## config.mk

```make
export PLATFORM = sky130hd
export DESIGN_NAME = lhd_decoder
export DESIGN_NICKNAME = d
export VERILOG_FILES = /design/src/rtl/lhd_pkg.sv /design/src/rtl/lhd_erase_timer.sv /design/src/rtl/lhd_decoder.sv
export SDC_FILE = /design/constraint.sdc
export NUM_CORES = 1
export LEC_CHECK = 0
export BUFFER_PORTS_ARGS = -buffer_cell sky130_fd_sc_hd__buf_2
export CORE_UTILIZATION = 54
export CTS_CLUSTER_DIAMETER = 50
export DETAILED_ROUTE_END_ITERATION = 7
export GPL_TIMING_DRIVEN = 0
export PLACE_DENSITY = 0.78
export SYNTH_ARGS = -nofsm -noshare
export SYNTH_HDL_FRONTEND = slang
export SYNTH_SLANG_ARGS = --single-unit
```

## constraint.sdc

```tcl
create_clock -name clock -period 2.6 [get_ports clock]
set_input_delay 0.13 -clock clock [delete_from_list [all_inputs] [get_ports clock]]
set_output_delay 0.13 -clock clock [all_outputs]
set_load 0.01 [all_outputs]
```

## src/rtl/lhd_pkg.sv

```systemverilog
// Constants and types of the host command decoder
// Operation
// RL1: Bytes 20h-27h are one-byte view commands
// RL2: Erase timer acts only outside text modes
// RL3: 23h/27h graze view, 21h/25h alternate view
// RL4: 20h timer on, 24h off, no mode
// RL5: Timer on/off leaves display mode alone
// RL6: Two-byte writes: select byte then value
// RL7: Config: 00 default, 02 mono, 0c lock
// RL8: Standard bit moves extraction to line 22
// RL9: Display: c0 default, shadow, 15 lines, e0
// RL10: Horizontal position sets box position
// RL11: Top position bit makes box blue
// RL12: Text position: base row, row count
// RL13: Filter 00 none, 1F every class
// RL14: Each filter bit enables one class
// RL15: Filter values 41, 28, 9e as given
// RL16: No packets before a filter write
// RL17: Mask 00 clears all interrupt bits
// RL18: Host polls ready before each byte
// RL19: Acknowledge write address 28h
// RL20: Status shows ready, field and lock
// RL21: Caption/text command ends view mode
// RL22: Erase caption after sixteen idle seconds
// RL23: Ready low while a byte is processed
package lhd_pkg;
  localparam logic [7:0] DEV_WR_ADDR = 8'h28;
  localparam logic [7:0] DEV_RD_ADDR = 8'h29;
  localparam logic [3:0] CPTX_NIB = 4'h1;
  localparam logic [4:0] VIEW_TOP = 5'h04;
  localparam logic [4:0] SEL_TOP = 5'h18;
  localparam logic [1:0] VIEW_NONE = 2'h0;
  localparam logic [1:0] VIEW_ALT = 2'h1;
  localparam logic [1:0] VIEW_GRAZE = 2'h3;
  localparam int VIEW_OFF_BIT = 2;
  localparam int CPTX_CAP_BIT = 2;
  localparam int CPTX_DEC_BIT = 0;
  localparam logic [2:0] REG_CFG = 3'h0;
  localparam logic [2:0] REG_DISP = 3'h1;
  localparam logic [2:0] REG_HPOS = 3'h2;
  localparam logic [2:0] REG_TPOS = 3'h3;
  localparam logic [2:0] REG_FILT = 3'h5;
  localparam logic [2:0] REG_IMSK = 3'h7;
  localparam logic [7:0] CFG_RST = 8'h00;
  localparam logic [7:0] DISP_RST = 8'hC0;
  localparam logic [7:0] HPOS_RST = 8'h26;
  localparam logic [7:0] TPOS_RST = 8'hFF;
  localparam logic [7:0] FILT_RST = 8'h00;
  localparam logic [7:0] IMSK_RST = 8'h00;
  localparam int CFG_TVS_BIT = 0;
  localparam int CFG_MONO_BIT = 1;
  localparam int CFG_VLK_BIT = 2;
  localparam int CFG_HLK_BIT = 3;
  localparam int DISP_SHADOW_BIT = 0;
  localparam int DISP_15L_BIT = 1;
  localparam int DISP_ENH_OFF_BIT = 5;
  localparam int HPOS_BLUE_BIT = 7;
  localparam int SS_RDY_BIT = 7;
  localparam int SS_IRQ_BIT = 3;
  localparam int SS_FLD_BIT = 1;
  localparam int SS_LOCK_BIT = 0;
  localparam logic [4:0] LINE_NTSC = 5'h15;
  localparam logic [4:0] LINE_PAL = 5'h16;
  localparam longint CLK_HZ = 40000000;
  localparam longint ERASE_TIME_S = 16;
  localparam longint ERASE_CYCLES = ERASE_TIME_S * CLK_HZ;
  localparam int ERASE_CNT_W = 30;
  localparam logic [3:0] PROC_CYCLES = 4'h4;
  typedef enum logic [1:0] {MODE_CAPTION, MODE_TEXT, MODE_GRAZE, MODE_ALT} lhd_mode_t;
  typedef enum logic [1:0] {ST_IDLE, ST_CMD, ST_DATA, ST_READ} lhd_state_t;
endpackage

```

## src/rtl/lhd_erase_timer.sv

```systemverilog
// Idle timer that erases the caption after a quiet interval
`timescale 1ns/1ps
module lhd_erase_timer #(
  parameter int CNT_W = lhd_pkg::ERASE_CNT_W,
  parameter longint CYCLES = lhd_pkg::ERASE_CYCLES
) (
  input wire logic clock,
  input wire logic sys_rst,
  input wire logic run,
  input wire logic restart,
  output logic erase_pulse
);
  localparam logic [CNT_W-1:0] LAST = CNT_W'(CYCLES - 1);
  logic [CNT_W-1:0] cnt_ff;
  logic hit;

  assign hit = run && !restart && (cnt_ff == LAST);

  ////////////////////////////////////////////////////////////////
  // Count quiet cycles, restart on new caption data
  always_ff @(posedge clock) begin
    if (sys_rst || !run || restart || hit) begin
      cnt_ff <= '0;
    end else begin
      cnt_ff <= cnt_ff + 1'b1; // [RL22]
    end
  end

  always_ff @(posedge clock) begin
    if (sys_rst) begin
      erase_pulse <= 1'b0;
    end else begin
      erase_pulse <= hit; // [RL22]
    end
  end
endmodule

```

## src/rtl/lhd_decoder.sv

```systemverilog
// Host command decoder of the caption and data-service decoder
`timescale 1ns/1ps
module lhd_decoder #(
  parameter longint ERASE_CYCLES = lhd_pkg::ERASE_CYCLES,
  parameter logic [3:0] PROC_CYCLES = lhd_pkg::PROC_CYCLES
) (
  input wire logic clock,
  input wire logic sys_rst,
  input wire logic rx_valid,
  input wire logic rx_first,
  input wire logic rx_stop,
  input wire logic [7:0] rx_byte,
  output logic rx_ack,
  output logic ready_flag,
  output logic [7:0] serial_status,
  input wire logic field_indicator,
  input wire logic video_locked,
  input wire logic caption_data_in,
  input wire logic [7:0] irq_events,
  output logic irq_request,
  output lhd_pkg::lhd_mode_t display_mode,
  output logic xds_graze_view,
  output logic xds_alt_view,
  output logic decoder_on,
  output logic erase_timer_on,
  output logic caption_erase,
  output logic tv_standard_select,
  output logic mono_select,
  output logic vertical_lock_source,
  output logic horizontal_lock_source,
  output logic [4:0] vbi_line,
  output logic drop_shadow,
  output logic rows_15_lines,
  output logic enhanced_caption_mode,
  output logic [6:0] box_position,
  output logic box_blue,
  output logic [3:0] text_base_row,
  output logic [3:0] text_row_count,
  output logic [7:0] xds_class_enable,
  output logic xds_recovery_on,
  output logic [7:0] int_mask,
  output logic [7:0] last_command
);
  lhd_pkg::lhd_state_t state_ff;
  lhd_pkg::lhd_state_t nxt_state;
  lhd_pkg::lhd_mode_t mode_ff;
  logic [3:0] busy_ff;
  logic [2:0] sel_ff;
  logic [7:0] cfg_ff;
  logic [7:0] disp_ff;
  logic [7:0] hpos_ff;
  logic [7:0] tpos_ff;
  logic [7:0] filt_ff;
  logic [7:0] imsk_ff;
  logic filt_seen_ff;
  logic timer_on_ff;
  logic dec_on_ff;
  logic irq_ff;
  logic [7:0] status_ff;
  logic [7:0] class_en_ff;
  logic [4:0] line_ff;
  logic [7:0] last_cmd_ff;
  logic ready;
  logic addr_hit;
  logic cmd_take;
  logic data_take;
  logic is_cptx;
  logic is_view;
  logic is_sel;
  logic erase_run;
  logic erase_hit;

  ////////////////////////////////////////////////////////////////
  // Byte classification and handshake
  assign ready = (busy_ff == 4'h0);
  assign addr_hit = (rx_byte == lhd_pkg::DEV_WR_ADDR) || (rx_byte == lhd_pkg::DEV_RD_ADDR);
  assign cmd_take = rx_valid && !rx_first && ready && (state_ff == lhd_pkg::ST_CMD);
  assign data_take = rx_valid && !rx_first && ready && (state_ff == lhd_pkg::ST_DATA);
  assign is_cptx = (rx_byte[7:4] == lhd_pkg::CPTX_NIB);
  assign is_view = (rx_byte[7:3] == lhd_pkg::VIEW_TOP); // [RL1]
  assign is_sel = (rx_byte[7:3] == lhd_pkg::SEL_TOP); // [RL6]

  always_comb begin
    rx_ack = 1'b0;
    if (rx_valid && rx_first) begin
      rx_ack = addr_hit; // [RL19]
    end else if (cmd_take || data_take) begin
      rx_ack = 1'b1;
    end
  end

  assign ready_flag = ready; // [RL23]

  ////////////////////////////////////////////////////////////////
  // Transfer sequencing
  always_comb begin
    nxt_state = state_ff;
    if (rx_valid && rx_first) begin
      if (rx_byte == lhd_pkg::DEV_WR_ADDR) begin
        nxt_state = lhd_pkg::ST_CMD; // [RL19]
      end else if (rx_byte == lhd_pkg::DEV_RD_ADDR) begin
        nxt_state = lhd_pkg::ST_READ;
      end else begin
        nxt_state = lhd_pkg::ST_IDLE;
      end
    end else if (rx_stop) begin
      nxt_state = lhd_pkg::ST_IDLE;
    end else begin
      unique case (state_ff)
        lhd_pkg::ST_IDLE: nxt_state = lhd_pkg::ST_IDLE;
        lhd_pkg::ST_READ: nxt_state = lhd_pkg::ST_READ;
        lhd_pkg::ST_CMD: begin
          if (cmd_take && is_sel) begin
            nxt_state = lhd_pkg::ST_DATA; // [RL6]
          end
        end
        lhd_pkg::ST_DATA: begin
          if (data_take) begin
            nxt_state = lhd_pkg::ST_CMD;
          end
        end
      endcase
    end
  end

  always_ff @(posedge clock) begin
    if (sys_rst) begin
      state_ff <= lhd_pkg::ST_IDLE;
    end else begin
      state_ff <= nxt_state;
    end
  end

  always_ff @(posedge clock) begin
    if (sys_rst) begin
      sel_ff <= 3'h0;
    end else if (cmd_take && is_sel) begin
      sel_ff <= rx_byte[2:0]; // [RL6]
    end
  end

  ////////////////////////////////////////////////////////////////
  // Busy window after each accepted command or data byte
  always_ff @(posedge clock) begin
    if (sys_rst) begin
      busy_ff <= 4'h0;
    end else if (cmd_take || data_take) begin
      busy_ff <= PROC_CYCLES; // [RL23]
    end else if (!ready) begin
      busy_ff <= busy_ff - 4'h1; // [RL23]
    end
  end

  always_ff @(posedge clock) begin
    if (sys_rst) begin
      last_cmd_ff <= 8'h00;
    end else if (cmd_take) begin
      last_cmd_ff <= rx_byte;
    end
  end

  ////////////////////////////////////////////////////////////////
  // Display mode and decoder switch
  always_ff @(posedge clock) begin
    if (sys_rst) begin
      mode_ff <= lhd_pkg::MODE_CAPTION;
    end else if (cmd_take && is_cptx) begin
      if (rx_byte[lhd_pkg::CPTX_CAP_BIT]) begin
        mode_ff <= lhd_pkg::MODE_CAPTION; // [RL21]
      end else begin
        mode_ff <= lhd_pkg::MODE_TEXT; // [RL21]
      end
    end else if (cmd_take && is_view) begin
      if (rx_byte[1:0] == lhd_pkg::VIEW_GRAZE) begin
        mode_ff <= lhd_pkg::MODE_GRAZE; // [RL3]
      end else if (rx_byte[1:0] == lhd_pkg::VIEW_ALT) begin
        mode_ff <= lhd_pkg::MODE_ALT; // [RL3]
      end
    end
  end

  always_ff @(posedge clock) begin
    if (sys_rst) begin
      dec_on_ff <= 1'b0;
    end else if (cmd_take && is_cptx) begin
      dec_on_ff <= rx_byte[lhd_pkg::CPTX_DEC_BIT];
    end
  end

  ////////////////////////////////////////////////////////////////
  // Erase timer switch and timer instance
  always_ff @(posedge clock) begin
    if (sys_rst) begin
      timer_on_ff <= 1'b0;
    end else if (cmd_take && is_view) begin
      timer_on_ff <= !rx_byte[lhd_pkg::VIEW_OFF_BIT]; // [RL3] [RL4] [RL5]
    end
  end

  assign erase_run = timer_on_ff && (mode_ff != lhd_pkg::MODE_TEXT); // [RL2]

  lhd_erase_timer #(
    .CNT_W(lhd_pkg::ERASE_CNT_W),
    .CYCLES(ERASE_CYCLES)
  ) u_erase (
    .clock(clock),
    .sys_rst(sys_rst),
    .run(erase_run),
    .restart(caption_data_in),
    .erase_pulse(erase_hit)
  );

  assign caption_erase = erase_hit; // [RL22]

  ////////////////////////////////////////////////////////////////
  // Configuration register
  always_ff @(posedge clock) begin
    if (sys_rst) begin
      cfg_ff <= lhd_pkg::CFG_RST;
    end else if (data_take && (sel_ff == lhd_pkg::REG_CFG)) begin
      cfg_ff <= rx_byte; // [RL7]
    end
  end

  always_ff @(posedge clock) begin
    if (sys_rst) begin
      line_ff <= lhd_pkg::LINE_NTSC;
    end else if (cfg_ff[lhd_pkg::CFG_TVS_BIT]) begin
      line_ff <= lhd_pkg::LINE_PAL; // [RL8]
    end else begin
      line_ff <= lhd_pkg::LINE_NTSC;
    end
  end

  ////////////////////////////////////////////////////////////////
  // Display register
  always_ff @(posedge clock) begin
    if (sys_rst) begin
      disp_ff <= lhd_pkg::DISP_RST;
    end else if (data_take && (sel_ff == lhd_pkg::REG_DISP)) begin
      disp_ff <= rx_byte; // [RL9]
    end
  end

  ////////////////////////////////////////////////////////////////
  // Horizontal position register
  always_ff @(posedge clock) begin
    if (sys_rst) begin
      hpos_ff <= lhd_pkg::HPOS_RST;
    end else if (data_take && (sel_ff == lhd_pkg::REG_HPOS)) begin
      hpos_ff <= rx_byte; // [RL10] [RL11]
    end
  end

  ////////////////////////////////////////////////////////////////
  // Text position register
  always_ff @(posedge clock) begin
    if (sys_rst) begin
      tpos_ff <= lhd_pkg::TPOS_RST;
    end else if (data_take && (sel_ff == lhd_pkg::REG_TPOS)) begin
      tpos_ff <= rx_byte; // [RL12]
    end
  end

  ////////////////////////////////////////////////////////////////
  // Packet filter register
  always_ff @(posedge clock) begin
    if (sys_rst) begin
      filt_ff <= lhd_pkg::FILT_RST;
    end else if (data_take && (sel_ff == lhd_pkg::REG_FILT)) begin
      filt_ff <= rx_byte; // [RL13] [RL15]
    end
  end

  always_ff @(posedge clock) begin
    if (sys_rst) begin
      filt_seen_ff <= 1'b0;
    end else if (data_take && (sel_ff == lhd_pkg::REG_FILT)) begin
      filt_seen_ff <= 1'b1; // [RL16]
    end
  end

  always_ff @(posedge clock) begin
    if (sys_rst) begin
      class_en_ff <= 8'h00;
    end else begin
      class_en_ff <= filt_seen_ff ? filt_ff : 8'h00; // [RL14] [RL16]
    end
  end

  ////////////////////////////////////////////////////////////////
  // Interrupt mask register and request
  always_ff @(posedge clock) begin
    if (sys_rst) begin
      imsk_ff <= lhd_pkg::IMSK_RST;
    end else if (data_take && (sel_ff == lhd_pkg::REG_IMSK)) begin
      imsk_ff <= rx_byte; // [RL17]
    end
  end

  always_ff @(posedge clock) begin
    if (sys_rst) begin
      irq_ff <= 1'b0;
    end else begin
      irq_ff <= |(irq_events & imsk_ff); // [RL17]
    end
  end

  ////////////////////////////////////////////////////////////////
  // Serial status byte
  always_ff @(posedge clock) begin
    if (sys_rst) begin
      status_ff <= 8'h00;
    end else begin
      status_ff <= 8'h00;
      status_ff[lhd_pkg::SS_RDY_BIT] <= ready; // [RL20]
      status_ff[lhd_pkg::SS_IRQ_BIT] <= irq_ff;
      status_ff[lhd_pkg::SS_FLD_BIT] <= field_indicator; // [RL20]
      status_ff[lhd_pkg::SS_LOCK_BIT] <= video_locked; // [RL20]
    end
  end

  ////////////////////////////////////////////////////////////////
  // Output fields
  assign serial_status = status_ff;
  assign irq_request = irq_ff;
  assign display_mode = mode_ff;
  assign xds_graze_view = (mode_ff == lhd_pkg::MODE_GRAZE);
  assign xds_alt_view = (mode_ff == lhd_pkg::MODE_ALT);
  assign decoder_on = dec_on_ff;
  assign erase_timer_on = timer_on_ff;
  assign tv_standard_select = cfg_ff[lhd_pkg::CFG_TVS_BIT];
  assign mono_select = cfg_ff[lhd_pkg::CFG_MONO_BIT];
  assign vertical_lock_source = cfg_ff[lhd_pkg::CFG_VLK_BIT];
  assign horizontal_lock_source = cfg_ff[lhd_pkg::CFG_HLK_BIT];
  assign vbi_line = line_ff;
  assign drop_shadow = disp_ff[lhd_pkg::DISP_SHADOW_BIT];
  assign rows_15_lines = disp_ff[lhd_pkg::DISP_15L_BIT];
  assign enhanced_caption_mode = !disp_ff[lhd_pkg::DISP_ENH_OFF_BIT]; // [RL9]
  assign box_position = hpos_ff[6:0]; // [RL10]
  assign box_blue = hpos_ff[lhd_pkg::HPOS_BLUE_BIT]; // [RL11]
  assign text_base_row = tpos_ff[7:4]; // [RL12]
  assign text_row_count = tpos_ff[3:0]; // [RL12]
  assign xds_class_enable = class_en_ff;
  assign xds_recovery_on = |class_en_ff; // [RL13]
  assign int_mask = imsk_ff;
  assign last_command = last_cmd_ff;
endmodule

```

* Yosys cells after proc, flatten, opt, wreduce, memory -nomap -nowiden
Cells that the tools add are included.
** Operators by class
- Muxes and demuxes :: 17
- Bitwise gates (word level) :: 2
- Reductions and logical operators :: 38
- Equality and inequality tests :: 22
- Add/subtract/negate cells :: 2
** Operator list (count)
- adder 30 x 1 -> 30 bit, second input constant :: 1
- equality test 30 bit, second input constant :: 1
- 2-to-1 mux 2 bit :: 11
- logical AND 1 bit :: 17
- equality test 8 x 6 -> 1 bit, second input constant :: 2
- OR reduction 8 bit :: 2
- equality test 2 bit, second input constant :: 5
- bitwise AND 8 bit :: 1
- one-hot mux 2 bit (4 select lines) :: 1
- equality test 3 x 2 -> 1 bit, second input constant :: 2
- equality test 3 bit, second input constant :: 2
- 2-to-1 mux 3 bit :: 2
- equality test 5 x 3 -> 1 bit, second input constant :: 1
- equality test 5 bit, second input constant :: 1
- zero test 1 bit :: 5
- logical OR 1 bit :: 5
- equality test 2 x 1 -> 1 bit, second input constant :: 2
- equality test 4 x 1 -> 1 bit, second input constant :: 1
- zero test 4 bit :: 1
- != test 2 x 1 -> 1 bit, second input constant :: 2
- != test 4 x 2 -> 1 bit, second input constant :: 1
- != test 4 x 3 -> 1 bit, second input constant :: 1
- AND reduction 2 bit :: 2
- OR reduction 2 bit :: 2
- other kinds (8) :: 10
** Word-level totals
- Logic and storage cells :: 103
- Register bits after elaboration :: 117
- Output and inout bits :: 71

* Depth between registers and ports, before layout
- Depth in word-level cells :: 9
- Gate-level depth with buffers :: 9
- Gate-level depth less buffers :: 7

* Hierarchy
Synthesis repeated with hierarchy kept, for this count alone.
** Second synthesis, totals
- Cells, all modules :: 490
- Area, all modules :: 4526.8 µm²
** Modules (own cells, without submodules)
- lhd_decoder :: cells an instance 315, seq. area each 1521.5 µm², area each 3051.7 µm², times used 1
- lhd_erase_timer :: cells an instance 175, seq. area each 620.6 µm², area each 1475.2 µm², times used 1

* Least setup slack after synthesis
No wires, ideal clock.
- Path type :: flip-flop to flip-flop
- Start :: register busy_ff[0]
- End :: register hpos_ff[1]
- Library setup time :: 0.130 ns
- Data required time :: 2.470 ns
- Data arrival time :: 2.018 ns
- Setup slack :: 0.452 ns
- Stages on the path, launching flop included :: 9
- Buffers on the path :: 1
- Cells stage by stage :: dfxtp_1 -> inv_1 -> ha_1 -> or3b_2 -> clkbuf_1 -> inv_2 -> nand4_1 -> mux2i_1 -> nand2_1
** Between the ends
- Word-level cells in the longest chain between the ends :: 4
** Ends and longest elaborated chain
- start: declaration :: RTL line lhd_decoder.sv:47 : logic [3:0] busy_ff;
- start signal: assignment :: RTL line lhd_decoder.sv:150 : busy_ff <= busy_ff - 4'h1;
- zero test 4 bit :: RTL line lhd_decoder.sv:75 : assign ready = (busy_ff == 4'h0);
- via ready_flag :: RTL line lhd_decoder.sv:14 : output logic ready_flag,
- logical AND 1 bit (2 in series) :: RTL line lhd_decoder.sv:78 : assign data_take = rx_valid && !rx_first && ready && (state_ff == lhd_pkg::ST_DATA);
- logical AND 1 bit :: RTL line lhd_decoder.sv:250 : end else if (data_take && (sel_ff == lhd_pkg::REG_HPOS)) begin
- end signal: assignment :: RTL line lhd_decoder.sv:249 : hpos_ff <= lhd_pkg::HPOS_RST;
- end signal: assignment :: RTL line lhd_decoder.sv:251 : hpos_ff <= rx_byte;
- end: declaration :: RTL line lhd_decoder.sv:51 : logic [7:0] hpos_ff;
The timed path passes the listed nets, and every way through them passes these cells.
A chain may end at the register's enable or synchronous reset.

* Final worst setup path
- Start :: register busy_ff[0]
- End :: register sel_ff[1]
** Between the ends
- Word-level cells in the longest chain between the ends :: 4
** Ends and longest elaborated chain
- zero test 4 bit :: RTL line lhd_decoder.sv:75
- logical AND 1 bit (2 in series) :: RTL line lhd_decoder.sv:77 : assign cmd_take = rx_valid && !rx_first && ready && (state_ff == lhd_pkg::ST_CMD);
- logical AND 1 bit :: RTL line lhd_decoder.sv:137 : end else if (cmd_take && is_sel) begin
- end signal: assignment :: RTL line lhd_decoder.sv:138 : sel_ff <= rx_byte[2:0];
- end: declaration :: RTL line lhd_decoder.sv:48 : logic [2:0] sel_ff;
No other way between the ends.

==> metrics.txt <==
# TYPE chip_impl_metric gauge
chip_impl_info{name="status",value="completed"} 1
chip_impl_metric{name="finalSetupViolations",unit=""} 0
chip_impl_metric{name="post_synthesis_adder_cell_area_fraction",unit="%"} 0.545
chip_impl_info{name="synth_top_family_by_area",value="simple AND/OR/NAND/NOR gates"} 1
chip_impl_metric{name="crit_fanout",unit=""} 10
chip_impl_metric{name="grt_pass1_vias",unit=""} 3748
chip_impl_metric{name="tightest_slew",unit="ns"} 0.723
chip_impl_metric{name="post_drt_wl_per_cell",unit="µm"} 15.6
chip_impl_metric{name="max-vdd-ir-drop",unit="µV"} 377
chip_impl_metric{name="detail_route.vias_per_cell",unit=""} 5.77
chip_impl_metric{name="netlist_area",unit="mm²"} 0.00459
chip_impl_metric{name="antenna_diode_count",unit=""} 0
chip_impl_metric{name="grt_overflow_total",unit=""} 0
chip_impl_info{name="cts_root_buffer",value="clkbuf_8"} 1
chip_impl_metric{name="synth-edff-count",unit=""} 0
chip_impl_info{name="top_flip_flop_cell_by_instance_count_after_synthesis",value="dfxtp_1"} 1
chip_impl_metric{name="powerDensity",unit="mW/mm²"} 574
chip_impl_metric{name="count_of_endpoints_failing_hold_in_the_final_timing_report",unit=""} 0
chip_impl_metric{name="cts_buffers",unit=""} 9
chip_impl_info{name="startpoint_type",value="register"} 1
chip_impl_metric{name="muxShareOfSynthArea",unit="%"} 8.97
chip_impl_metric{name="htree_levels",unit=""} 3
chip_impl_metric{name="first_pass_grt_wire_length",unit="mm"} 17.9
chip_impl_metric{name="slew_headroom",unit="%"} 51.4
chip_impl_info{name="critPathSlowestCell",value="or3_1"} 1
chip_impl_metric{name="filler_cell_count",unit=""} 695
chip_impl_metric{name="place.port_buffers",unit=""} 80
chip_impl_metric{name="groute.usage.overall",unit="%"} 25.9
chip_impl_metric{name="worstSkewPairLatency",unit="ns"} 0.39
chip_impl_metric{name="p_leak",unit="nW"} 2.15
chip_impl_metric{name="routed_wirelength",unit="mm"} 11.2
chip_impl_metric{name="cp.arrival",unit="ns"} 2.71
chip_impl_metric{name="postSynthAreaPerCell",unit="µm²"} 9.01
chip_impl_metric{name="ioPinCount",unit=""} 95
chip_impl_metric{name="cts.sink_count",unit=""} 107
chip_impl_info{name="hold_class",value="in2reg"} 1
chip_impl_info{name="critPathMostFrequentCell",value="clkbuf_1"} 1
chip_impl_metric{name="layout_worst_path_cycle_share",unit="%"} 94.0
chip_impl_metric{name="synth-compound-area-share",unit="%"} 9.76
chip_impl_metric{name="route.detailed.drc",unit=""} 0
chip_impl_info{name="cp_cell_sequence",value="inv_1 -> ha_1 -> or3b_2 -> clkbuf_1 -> or3_1 -> clkbuf_1 -> o21ai_0 -> a21oi_1"} 1
chip_impl_metric{name="final.hold.worst_slack",unit="ns"} 0.0560
chip_impl_metric{name="area_post_placement",unit="mm²"} 0.00514
chip_impl_metric{name="area_growth",unit="%"} 17.8
chip_impl_metric{name="stdcell_area",unit="mm²"} 0.00540
chip_impl_metric{name="drt_iter0_drc",unit=""} 177
chip_impl_info{name="critical_path.startpoint",value="busy_ff[0]"} 1
chip_impl_metric{name="height_of_the_chip",unit="µm"} 94.2
chip_impl_metric{name="maxCapViolCount",unit=""} 0
chip_impl_metric{name="layout_net_count",unit=""} 634
chip_impl_metric{name="place_congestion",unit=""} 0.882
chip_impl_info{name="cts_tree",value="done"} 1
chip_impl_metric{name="fmaxAchievable",unit="MHz"} 409
chip_impl_metric{name="fin_crit",unit="ns"} 2.44
chip_impl_metric{name="detail_route.first_pass.iterations",unit=""} 5
chip_impl_metric{name="yosys_reg_bits",unit=""} 107
chip_impl_metric{name="dpl_worst_slack",unit="ns"} -0.0193
chip_impl_metric{name="synth-seq-area-share",unit="%"} 46.7
chip_impl_metric{name="floorplan.die_area",unit="mm²"} 0.00887
chip_impl_info{name="worst_r2r_startpoint",value="busy_ff[0]"} 1
chip_impl_metric{name="cts_max_path_buffers",unit=""} 2
chip_impl_metric{name="drv_slew",unit=""} 0
chip_impl_info{name="hp-start",value="irq_events[7]"} 1
chip_impl_metric{name="synth_simple_gate_area_share",unit="%"} 25.9
chip_impl_metric{name="layout-drive-gt1-share",unit="%"} 20.1
chip_impl_metric{name="grt_start_max_net_pins",unit=""} 24
chip_impl_info{name="path_class",value="reg2reg"} 1
chip_impl_metric{name="post_synth_xor_area_fraction",unit="%"} 2.67
chip_impl_metric{name="synthCells",unit=""} 509
chip_impl_metric{name="worst_ep_required_time",unit="ns"} 2.87
chip_impl_metric{name="num_vias",unit=""} 4141
chip_impl_metric{name="fin_worst_skew",unit="ns"} 0.0155
chip_impl_metric{name="critical-path-max-stage-delay",unit="ns"} 0.49
chip_impl_metric{name="postSynth.asyncResetShare",unit="%"} 0
chip_impl_metric{name="count_of_warnings_emitted_by_yosys",unit=""} 0
chip_impl_metric{name="antenna_found_initial",unit=""} 0
chip_impl_metric{name="synth_cell_type_count",unit=""} 56
chip_impl_info{name="end_kind",value="register"} 1
chip_impl_metric{name="layout_setup_ws",unit="ns"} 0.155
chip_impl_metric{name="std_cell_rows",unit=""} 33
chip_impl_metric{name="start_util",unit="%"} 55.8
chip_impl_metric{name="postRouteAntennaNets",unit=""} 0
chip_impl_metric{name="worst_setup_hold_path_clk_slew",unit="ns"} 0.13
chip_impl_metric{name="fp.coreArea",unit="mm²"} 0.00822
chip_impl_metric{name="die_width",unit="µm"} 94.2
chip_impl_metric{name="detailed_place_hpwl",unit="mm"} 8.09
==> Yosys cell counts (4+ instances only) <==
master	number	area [µm²]
nor2b_1	8	50.1
and3_1	9	56.3
xnor2_1	12	105
nor3_1	19	95.1
nor3b_1	4	30.0
and2_1	4	25.0
nor4_1	10	62.6
inv_1	13	48.8
a22oi_1	4	30.0
nand2_1	42	158
dfxtp_1	107	2140
mux2i_1	40	400
nand2b_1	4	25.0
or3_1	13	81.3
a21oi_1	17	85.1
o21ai_0	10	50.1
nor2_1	54	203
buf_4	7	52.6
nand4_1	14	87.6
nand3_1	13	65.1
or4_1	8	60.1
clkbuf_1	27	101
o31ai_1	9	67.6
a211oi_1	15	113
==> power breakdown <==
| part | internal (mW) | switching (mW) | total [mW] |
|---|---|---|---|
| combinational | 0.127 | 0.209 | 0.336 |
| sequential | 1.67 | 0.0239 | 1.70 |
| clock | 0.400 | 0.670 | 1.07 |
==> flip-flops by register name, summed over array words and instances (netlist names), 2 cells and up <==
| register | flops |
|---|---|
| xds_class_enable | 8 |
| disp_ff | 3 |
| last_command | 8 |
| hpos_ff | 8 |
| u_erase.cnt_ff | 30 |
| state_ff | 2 |
| cfg_ff | 4 |
| filt_ff | 8 |
| vbi_line | 2 |
| busy_ff | 4 |
| serial_status | 4 |
| sel_ff | 3 |
| int_mask | 8 |
| display_mode | 2 |
| tpos_ff | 8 |
==> routing by layer <==
metal	wire length [µm]	GRT usage, %
met1	4480	30.9
met2	5680	44.6
met3	819	6.55
met4	205	9.36
met5	0	0
==> worst paths after layout <==
path / endpoint / slack, ns / depth (start not counted)
max reg2reg: sel_ff[1] / 0.16 / 8
min reg2reg: last_command[0] / 0.46 / 2
min: irq_request / 0.06 / 3
max: sel_ff[1] / 0.16 / 8
==> what timing repair did <==
action / CTS / global route
endpoints found under the setup margin: 19 / 14
gates resized for setup: 1 / 2
endpoints found under the hold margin: 2 / 0
hold buffers: 2 / 0
setup buffers: 0 / 1
==> placed cells by master, fill, tap and decap left out, types with 4 or more instances in the layout <==
cell and n:
clkbuf_8 9, mux2i_1 40, nand2b_1 4, dfxtp_1 107, buf_4 8, or4_1 8, and2_1 4, nor3b_1 4
nor2_1 54, a22oi_1 4, a211oi_1 15, clkbuf_1 27, a21oi_1 17, nand3_1 13, xnor2_1 12, inv_1 13
conb_1 7, clkinv_8 4, buf_2 81, nor3_1 18, or3_1 13, and3_1 9, o31ai_1 9, nor4_1 9
nand4_1 14, o21ai_0 10, nor2b_1 8, nand2_1 42
==> per-stage QoR <==
stage	power, mW	TNS (ns)	utilization, %	instances
4_1_cts	3.11	0	65.6	717
2_1_floorplan	1.96	0	-	514
5_1_grt	3.21	-0.0721	65.8	718
3_3_place_gp	2.05	0	62.5	699
6_report	3.10	0	65.8	718
3_5_place_dp	2.06	-0.0843	62.5	699
==> layout make-up <==
| cell class | instances | area, µm² | area share (%) |
|---|---|---|---|
| plain buffers | 41 | 195 | 3.61 |
| clock buffers | 9 | 124 | 2.29 |
| clock inverters | 7 | 98.8 | 1.83 |
| inverters | 14 | 52.6 | 0.973 |
| multi-input cells | 352 | 2230 | 41.3 |
| flip-flops and latches | 107 | 2140 | 39.6 |
| well taps | 105 | 131 | 2.43 |
| repair buffers | 83 | 428 | 7.92 |
==> kinds of logic after synthesis <==
kind of cell | count (synthesis)
buffers and inverters | 55
AND/OR/NAND/NOR | 221
XOR/XNOR | 14
AO/OA/AOI/OAI | 67
other | 2
flip-flops | 107
adder cells (fa/ha/maj) | 2
multiplexers | 41
==> worst max-delay path: cells and delay by family (launching register included) <==
family | cells | cell delay, ns
AO/OA/AOI/OAI | 2 | 0.29
adder cells (fa/ha/maj) | 1 | 0.21
buffers and inverters | 3 | 0.54
flip-flops | 1 | 0.35
AND/OR/NAND/NOR | 2 | 0.95
(Power assumes the default switching activity.)
